--- src/amc_pkg.sv ---
// Constants and types for the converter mode control block
package amc_pkg;

   // ---------------------------------------------------------------
   // Register byte addresses
   // ---------------------------------------------------------------
   localparam logic [31:0] MODE_ADDR   = 32'hfffff3c0;
   localparam logic [31:0] RESULT_ADDR = 32'hfffff3c4;
   localparam logic [31:0] STATUS_ADDR = 32'hfffff3c8;
   localparam logic [31:0] MASK_ADDR   = 32'hfffff3cc;

   // ---------------------------------------------------------------
   // Register fields and the mode register reset value
   // ---------------------------------------------------------------
   localparam int          ENABLE_BIT  = 7;
   localparam int          TRIG_BIT    = 6;
   localparam int          TIME_MSB    = 5;
   localparam int          TIME_LSB    = 3;
   localparam int          EDGE_MSB    = 2;
   localparam int          EDGE_LSB    = 1;
   localparam int          PDOWN_BIT   = 0;
   localparam logic [7:0]  MODE_RESET  = 8'h00;
   localparam int          RESULT_LSB  = 6;
   localparam int          DONE_BIT    = 0;

   // ---------------------------------------------------------------
   // Conversion length in clocks for each time code
   // ---------------------------------------------------------------
   localparam logic [8:0] CONV_CYCLES [0:7] = '{9'h120, 9'h0d8, 9'h0a8, 9'h078,
                                                 9'h060, 9'h048, 9'h03c, 9'h030};

   typedef enum logic [1:0] {IDLE, STAB, CONV} amc_state_type;

   // Control toward the analog core
   typedef struct packed {
      logic start;
      logic abort;
      logic busy;
      logic compOn;
   } amc_conv_type;

endpackage

--- src/amc_mode_control.sv ---
// Mode control, timing and AHB-Lite registers for the successive-approximation converter
`timescale 1ns/1ns

module amc_mode_control (
   input  wire logic                  core_clk,
   input  wire logic                  arst_n,
   input  wire logic                  hsel,
   input  wire logic [31:0]           haddr,
   input  wire logic [1:0]            htrans,
   input  wire logic                  hwrite,
   input  wire logic [2:0]            hsize,
   input  wire logic [31:0]           hwdata,
   input  wire logic                  hready,
   output logic                       hreadyout,
   output logic                       hresp,
   output logic [31:0]                hrdata,
   input  wire logic                  externalTriggerPin,
   input  wire logic                  channelSelectWrite,
   input  wire logic [9:0]            convResult,
   output amc_pkg::amc_conv_type      convCtl,
   output logic                       conversionDoneIrq,
   output logic [9:0]                 conversionResult,
   output logic                       irq
);
   import amc_pkg::*;

   logic [7:0]    modeReg;
   logic          status;
   logic          mask;
   logic          dpActive;
   logic          dpWrite;
   logic          dpLane0;
   logic [29:0]   dpAddr;
   logic          modeWrite;
   logic          statusWrite;
   logic          maskWrite;
   logic          goHold;
   logic          trigPrev;
   logic          edgeHit;
   logic          startOk;
   logic          doneNow;
   logic [7:0]    next_mode;
   amc_state_type state;
   amc_state_type next_state;
   logic [8:0]    count;
   logic [8:0]    next_count;
   logic [2:0]    timeCode;
   logic [1:0]    edgeSel;

   // ---------------------------------------------------------------
   // AHB-Lite slave
   // ---------------------------------------------------------------

   // Zero wait states, always OKAY
   assign hreadyout = 1'b1;
   assign hresp     = 1'b0;

   // Address phase capture for the following data phase
   always_ff @(posedge core_clk or negedge arst_n) begin
      if (!arst_n) begin
         dpActive <= 1'b0;
         dpWrite  <= 1'b0;
         dpLane0  <= 1'b0;
         dpAddr   <= '0;
      end else if (hready) begin
         dpActive <= hsel & htrans[1];
         dpWrite  <= hwrite;
         dpLane0  <= (haddr[1:0] == 2'b00) | (hsize != 3'b000);
         dpAddr   <= haddr[31:2];
      end
   end

   // Write strobes; only byte lane 0 carries register bits
   assign modeWrite   = dpActive & dpWrite & dpLane0 & (dpAddr == MODE_ADDR[31:2]);
   assign statusWrite = dpActive & dpWrite & dpLane0 & (dpAddr == STATUS_ADDR[31:2]);
   assign maskWrite   = dpActive & dpWrite & dpLane0 & (dpAddr == MASK_ADDR[31:2]);

   // Read mux, unmapped words read as zero
   always_comb begin
      hrdata = '0;
      if (dpActive && !dpWrite) begin
         case (dpAddr)
            MODE_ADDR[31:2]:   hrdata[7:0] = modeReg;
            RESULT_ADDR[31:2]: hrdata[RESULT_LSB +: 10] = conversionResult;
            STATUS_ADDR[31:2]: hrdata[DONE_BIT] = status;
            MASK_ADDR[31:2]:   hrdata[DONE_BIT] = mask;
            default:           hrdata = '0;
         endcase
      end
   end

   // ---------------------------------------------------------------
   // Mode register
   // ---------------------------------------------------------------

   // Single-bit updates arrive as read-modify-write of the byte
   always_ff @(posedge core_clk or negedge arst_n) begin
      if (!arst_n) begin
         modeReg <= MODE_RESET;
      end else if (modeWrite) begin
         modeReg <= hwdata[7:0];
      end
   end

   assign next_mode = modeWrite ? hwdata[7:0] : modeReg;
   assign timeCode  = modeReg[TIME_MSB:TIME_LSB];
   assign edgeSel   = modeReg[EDGE_MSB:EDGE_LSB];

   // ---------------------------------------------------------------
   // Trigger edge detection
   // ---------------------------------------------------------------

   // Pin is taken as already synchronous to the clock
   always_ff @(posedge core_clk or negedge arst_n) begin
      if (!arst_n) begin
         trigPrev <= 1'b0;
      end else begin
         trigPrev <= externalTriggerPin;
      end
   end

   // Edge field picks falling (bit 0) and rising (bit 1)
   assign edgeHit = (edgeSel[1] & externalTriggerPin & ~trigPrev)
                  | (edgeSel[0] & ~externalTriggerPin & trigPrev);

   // ---------------------------------------------------------------
   // Conversion sequencer
   // ---------------------------------------------------------------

   // A mode or channel-select write this cycle changes the setup, so nothing starts on it
   assign goHold  = modeWrite | channelSelectWrite;
   assign startOk = modeReg[ENABLE_BIT] & ~goHold
                  & (modeReg[TRIG_BIT] ? edgeHit : 1'b1);
   assign doneNow = (state == CONV) && (count == 9'h000) && !goHold;

   // Next state and counter
   always_comb begin
      next_state = state;
      next_count = (count == 9'h000) ? count : 9'(count - 9'h001);
      case (state)
         IDLE: begin
            if (startOk) begin
               if (modeReg[PDOWN_BIT]) begin
                  next_state = STAB;
                  next_count = 9'((CONV_CYCLES[timeCode] >> 1) - 9'h001);
               end else begin
                  next_state = CONV;
                  next_count = 9'(CONV_CYCLES[timeCode] - 9'h001);
               end
            end
         end
         STAB: begin
            if (goHold) begin
               next_state = IDLE;
            end else if (count == 9'h000) begin
               next_state = CONV;
               next_count = 9'(CONV_CYCLES[timeCode] - 9'h001);
            end
         end
         CONV: begin
            if (goHold) begin
               next_state = IDLE;
            end else if (count == 9'h000) begin
               // Software mode chains straight into the next run
               if (startOk && !modeReg[TRIG_BIT]) begin
                  next_state = modeReg[PDOWN_BIT] ? STAB : CONV;
                  next_count = modeReg[PDOWN_BIT]
                             ? 9'((CONV_CYCLES[timeCode] >> 1) - 9'h001)
                             : 9'(CONV_CYCLES[timeCode] - 9'h001);
               end else begin
                  next_state = IDLE;
               end
            end
         end
         default: begin
            next_state = IDLE;
         end
      endcase
   end

   // Sequencer state
   always_ff @(posedge core_clk or negedge arst_n) begin
      if (!arst_n) begin
         state <= IDLE;
         count <= '0;
      end else begin
         state <= next_state;
         count <= next_count;
      end
   end

   // Registered controls toward the analog core
   always_ff @(posedge core_clk or negedge arst_n) begin
      if (!arst_n) begin
         convCtl <= '0;
      end else begin
         convCtl.start  <= (next_state == CONV) && ((state != CONV) || doneNow);
         convCtl.abort  <= goHold && (state != IDLE);
         convCtl.busy   <= next_state != IDLE;
         convCtl.compOn <= !next_mode[PDOWN_BIT] || (next_state != IDLE);
      end
   end

   // ---------------------------------------------------------------
   // Result and interrupt
   // ---------------------------------------------------------------

   // Result and done pulse leave on the same edge
   always_ff @(posedge core_clk or negedge arst_n) begin
      if (!arst_n) begin
         conversionResult  <= '0;
         conversionDoneIrq <= 1'b0;
      end else begin
         conversionDoneIrq <= doneNow;
         if (doneNow) begin
            conversionResult <= convResult;
         end
      end
   end

   // Sticky done flag; a new completion beats a clearing write
   always_ff @(posedge core_clk or negedge arst_n) begin
      if (!arst_n) begin
         status <= 1'b0;
      end else begin
         status <= doneNow | (status & ~(statusWrite & hwdata[DONE_BIT]));
      end
   end

   // Mask register
   always_ff @(posedge core_clk or negedge arst_n) begin
      if (!arst_n) begin
         mask <= 1'b0;
      end else if (maskWrite) begin
         mask <= hwdata[DONE_BIT];
      end
   end

   assign irq = status & mask;

   // ---------------------------------------------------------------
   // Assertions
   // ---------------------------------------------------------------

   mode_write_a: assert property (@(posedge core_clk) disable iff (!arst_n)
      modeWrite |=> modeReg == $past(hwdata[7:0]))
      else $error("mode register did not take write data");

   stop_idle_a: assert property (@(posedge core_clk) disable iff (!arst_n)
      (!modeReg[ENABLE_BIT] && !modeWrite) |=> state == IDLE)
      else $error("converter ran while disabled");

   stab_len_a: assert property (@(posedge core_clk) disable iff (!arst_n)
      (state == IDLE && startOk && modeReg[PDOWN_BIT])
      |=> state == STAB && count == 9'((CONV_CYCLES[$past(timeCode)] >> 1) - 9'h001))
      else $error("stabilization count wrong");

   conv_len_a: assert property (@(posedge core_clk) disable iff (!arst_n)
      (state == IDLE && startOk && !modeReg[PDOWN_BIT])
      |=> state == CONV && count == 9'(CONV_CYCLES[$past(timeCode)] - 9'h001))
      else $error("conversion count wrong");

   no_edge_a: assert property (@(posedge core_clk) disable iff (!arst_n)
      (state == IDLE && modeReg[TRIG_BIT] && edgeSel == 2'b00 && !goHold) |=> state == IDLE)
      else $error("start without a selected edge");

   comp_off_a: assert property (@(posedge core_clk) disable iff (!arst_n)
      (next_state == IDLE && next_mode[PDOWN_BIT]) |=> !convCtl.compOn)
      else $error("comparator powered while idle in power-down");

   write_abort_a: assert property (@(posedge core_clk) disable iff (!arst_n)
      (goHold && state != IDLE) |=> state == IDLE && convCtl.abort)
      else $error("write did not abort conversion");

   done_load_a: assert property (@(posedge core_clk) disable iff (!arst_n)
      doneNow |=> conversionDoneIrq && conversionResult == $past(convResult) && status)
      else $error("result and interrupt not together");

   sw_repeat_a: assert property (@(posedge core_clk) disable iff (!arst_n)
      (doneNow && modeReg[ENABLE_BIT] && !modeReg[TRIG_BIT] && !modeReg[PDOWN_BIT])
      |=> state == CONV && count == 9'(CONV_CYCLES[$past(timeCode)] - 9'h001))
      else $error("software mode did not repeat");

   hw_single_a: assert property (@(posedge core_clk) disable iff (!arst_n)
      (doneNow && modeReg[TRIG_BIT]) |=> state == IDLE)
      else $error("hardware mode converted twice");

   stab_conv_a: assert property (@(posedge core_clk) disable iff (!arst_n)
      (state == STAB && count == 9'h000 && !goHold)
      |=> state == CONV && count == 9'(CONV_CYCLES[$past(timeCode)] - 9'h001))
      else $error("stabilization did not lead into conversion");

   edge_start_a: assert property (@(posedge core_clk) disable iff (!arst_n)
      (state == IDLE && modeReg[ENABLE_BIT] && modeReg[TRIG_BIT] && !goHold
       && ((edgeSel[1] && $rose(externalTriggerPin)) || (edgeSel[0] && $fell(externalTriggerPin))))
      |=> state != IDLE)
      else $error("selected trigger edge did not start a conversion");

   comp_on_a: assert property (@(posedge core_clk) disable iff (!arst_n)
      (!next_mode[PDOWN_BIT]) |=> convCtl.compOn)
      else $error("comparator off while power-down is clear");

   done_pulse_a: assert property (@(posedge core_clk) disable iff (!arst_n)
      conversionDoneIrq |=> !conversionDoneIrq)
      else $error("done pulse longer than one cycle");

endmodule // amc_mode_control

--- config.mk ---
export PLATFORM = sky130hd
export DESIGN_NAME = amc_mode_control
export DESIGN_NICKNAME = d
export VERILOG_FILES = /design/src/amc_pkg.sv /design/src/amc_mode_control.sv
export SDC_FILE = /design/constraint.sdc
export NUM_CORES = 1
export LEC_CHECK = 0
export BUFFER_PORTS_ARGS = -buffer_cell sky130_fd_sc_hd__buf_2
export CAP_MARGIN = 10
export CORE_ASPECT_RATIO = 1.75
export CORE_MARGIN = 4
export CORE_UTILIZATION = 50
export CTS_CLUSTER_SIZE = 12
export DETAILED_ROUTE_END_ITERATION = 7
export GPL_TIMING_DRIVEN = 0
export HOLD_SLACK_MARGIN = 0.02
export PLACE_DENSITY = 0.81
export SLEW_MARGIN = 15
export SYNTH_ARGS = -nofsm -noshare
export SYNTH_HDL_FRONTEND = slang
export SYNTH_SLANG_ARGS = --single-unit
--- constraint.sdc ---
create_clock -name core_clk -period 2.7 [get_ports core_clk]
set_input_delay 0.135 -clock core_clk [delete_from_list [all_inputs] [get_ports core_clk]]
set_output_delay 0.135 -clock core_clk [all_outputs]
set_load 0.02 [all_outputs]
==> summary.md <==
| Metric | Value |
|---|---|
| Area share of fa/ha/maj cells after synthesis | 2.04% |
| Headroom to the max-slew limit | 50.4% |
| Largest buffer count on any clock path | 2 |
| Max Transition Viols Final | 0 |
| Synthesized-area fraction occupied by ao, oa, aoi and oai cells | 8.87% |
| Setup clock skew after layout | 0.00824 ns |
| Routed len/inst | 16.0 um |
| Final core area utilization | 67.4% |
| Clock latency on the worst-skew pair | 0.34 ns |
| Area of the mapped netlist | 0.00368 sq mm |
| Routed wire length on met3 | 599 um |
| Unrepaired setup endpoints after global routing | true |
| Required @ worst endpoint | 2.91 ns |
| # rows | 41 |
| Ant. Diodes | 0 |
| Number of buffers added on ports | 91 |
| Number of hold violations in the final report | 0 |
| Max Fanout on Critical Path | 10 |
| Critical Path Source Type | flip-flop |
| Vias per cell | 5.40 |
| Total via count after detailed routing | 3129 |
| Kind of critical path | reg2reg |
| Synthesized instance count | 356 |
| Detailed-route wire length | 9.29 mm |
| P per Cell Area | 692 mW/mm^2 |
| Count of pins on the block boundary | 136 |
| Simple-gate area share of the yosys netlist | 18.9% |
| Maximum clock frequency | 0.390 GHz |
| Clk Tree Root Cell | clkbuf_16 |
| CTS H-tree lvls | 3 |
| Starting density of the core | 51.2% |
| Wire length on met1 | 3.30 mm |
| Final critical-path share of the clock period | 95.0% |
| Fraction of registers with async set/reset | 100% |
| Number of enable-type register cells in the synthesized netlist | 0 |
| Largest family of logic cells by synthesized area | simple AND/OR/NAND/NOR gates |
| Leading cell types in the layout, fill and taps excluded | buf_2 (93), dfrtp_1 (70), nand2_1 (47) |
| Core region area | 0.00718 sq mm |
| Top routing layer used | met4 |
| Flip-flop cell with the highest count after synthesis | dfrtp_1 |
| Layout net count | 580 |
| Worst-margin pin slew | 0.740 ns |
| Routability congestion estimate | 0.917 |
| Count of routing violations after the opening detailed-route iteration | 153 |
| Sequential-to-total area share from yosys stat | 47.6% |
| Height of the die | 121 um |
| Overall routing resource usage | 22.2% |
| Number of remaining DRC errors | 0 |
| Hold Crit Start | haddr[6] |
| Number of global-route vias before repair | 3204 |
| First-pass iteration count of the detailed router | 4 |
| Critical path data arrival time | 2.78 ns |
| # Max-Cap Violations | 0 |
| Count of state elements after synthesis | 70 |
| Peak ir drop on the vdd network | 0.527 mV |
| Area growth from synthesis to layout | 31.6% |
| Number of antenna violations at the first check in global routing | 0 |
| Routed wl met2 | 5.04 mm |
| Post-CTS setup repair buffer count | 0 |
| Number of clock buffers inserted by TritonCTS | 9 |
| Share of the synthesized netlist area taken by xor and xnor gates | 2.14% |
| DIE WIDTH | 72.9 um |
| Global-route wire length before repair | 15.0 mm |
| Avg Synthesized Cell Area | 10.3 sq um |
| Synth warnings | 0 |
| HP Class | in2reg |
| Clock-pin slew of the registers on the worst-case setup and hold paths | 0.06 ns |
| Detailed placer's ending HPWL | 6.80 mm |
| Post-synthesis cell type count | 49 |
| Number of filler instances in the final layout | 545 |
| Most frequent standard cell in the layout excluding fill and tap cells | buf_2 |
| Fraction of final layout cells sized beyond drive strength 1 | 38.1% |
| Critical path endpoint category | flip-flop |
| Grt ovf | 0 |
| Pleak | 2.37 nW |
| Worst hold slack | 0.0293 ns |
| Share of cell area taken by muxes after synthesis | 14.2% |
| Source of the critical timing path | count[0] |
| Final setup viols | 0 |
| Outcome | finished clean |
| Die footprint | 0.00885 sq mm |
| Antenna-violating nets left | 0 |
| Clock sinks | 70 |
| Post-route minimum period | 2.57 ns |
| CTS tree | done |
| Pin count of the biggest net entering global routing | 61 |
| Worst reg2reg startpoint | count[0] |
worst max-delay path: stages, from the launching register on:
cell	delay, ns
dfrtp_1	0.44
inv_1	0.08
ha_1	0.17
or3b_4	0.41
nor4_4	0.35
buf_2	0.28
nand3_1	0.16
clkbuf_1	0.30
nand2_1	0.16
nand2_1	0.07
Yosys cell counts (8+ instances only):
cell type  number  area (sq um)
a21oi_1        11          55.1
and2_1         13          81.3
buf_4          18           135
clkbuf_1        9          33.8
dfrtp_1        70          1750
inv_1           9          33.8
mux2_2         41           462
nand2_1        47           176
nor2_1         22          82.6
nor3_1          8          40.0
o21ai_0        14          70.1
metal layers:
layer	GRT usage, %	up-vias
met5	0	-
met4	12.8	0
met3	5.80	27
met2	38.1	114
met1	24.0	1506
li1	-	1482
kinds of logic (layout without fill, tap and decap cells):
family,Yosys count,count (layout)
AO/OA/AOI/OAI,49,49
XOR/XNOR,9,9
adder cells (fa/ha/maj),6,6
buffers and inverters,40,161
flip-flops,70,70
multiplexers,47,47
other,2,18
AND/OR/NAND/NOR,133,133
what timing repair did:
action / 4_1_cts / 5_1_grt
hold buffers: 13 / 0
setup endpoints to repair: 15 / 19
pin swaps: 0 / 1
endpoints found under the hold margin: 82 / 0
gates cloned: 0 / 0
resized for setup: 3 / 4
state kept, by name (all words and copies together) (netlist names):
name / count
conversionDoneIrq: 1
modeReg: 8
dpLane0: 1
status: 1
trigPrev: 1
dpActive: 1
dpWrite: 1
conversionResult: 10
dpAddr: 30
count: 9
convCtl: 4
mask: 1
state: 2
power by group:
group,leakage [nW],switching [mW],internal (mW)
logic,1.34,0.341,0.323
clock network,0.172,0.441,0.925
registers,0.858,0.130,1.19
worst paths after layout:
path | endpoint | slack, ns | depth (start not counted)
worst min-delay path | dpAddr[4] | 0.03 | 2
min in group asynchronous | count[2] | 0.18 | 2
worst max register to register | conversionResult[8] | 0.13 | 9
max in group asynchronous | dpAddr[3] | 1.98 | 3
worst max-delay path | conversionResult[8] | 0.13 | 9
worst min register to register | conversionResult[7] | 0.49 | 2
layout make-up:
class	instances	area (sq um)	area share, %
sequential	70	1750	36.2
clock inverter	6	109	2.25
tap	86	108	2.22
clock buffer	10	239	4.94
timing repair buffer	105	616	12.7
buffer	31	188	3.88
multi-input combinational	262	1800	37.1
inverter	9	33.8	0.698
metrics by stage:
stage                     instance area [sq um]  std cells  total power [mW]  worst slack [ns]  setup TNS (ns)
final                                      4840        579              3.35             0.134               0
after global routing                       4840        579              3.51           -0.0173         -0.0173
after CTS                                  4830        579              3.37            0.0324               0
after detailed placement                   4330        550              1.97           -0.0421          -0.280
after global placement                     4300        549              1.94           -0.0693          -0.545
after floorplan                            3740        372              1.77             0.423               0
No activity file was read; power rests on OpenSTA's default activity.
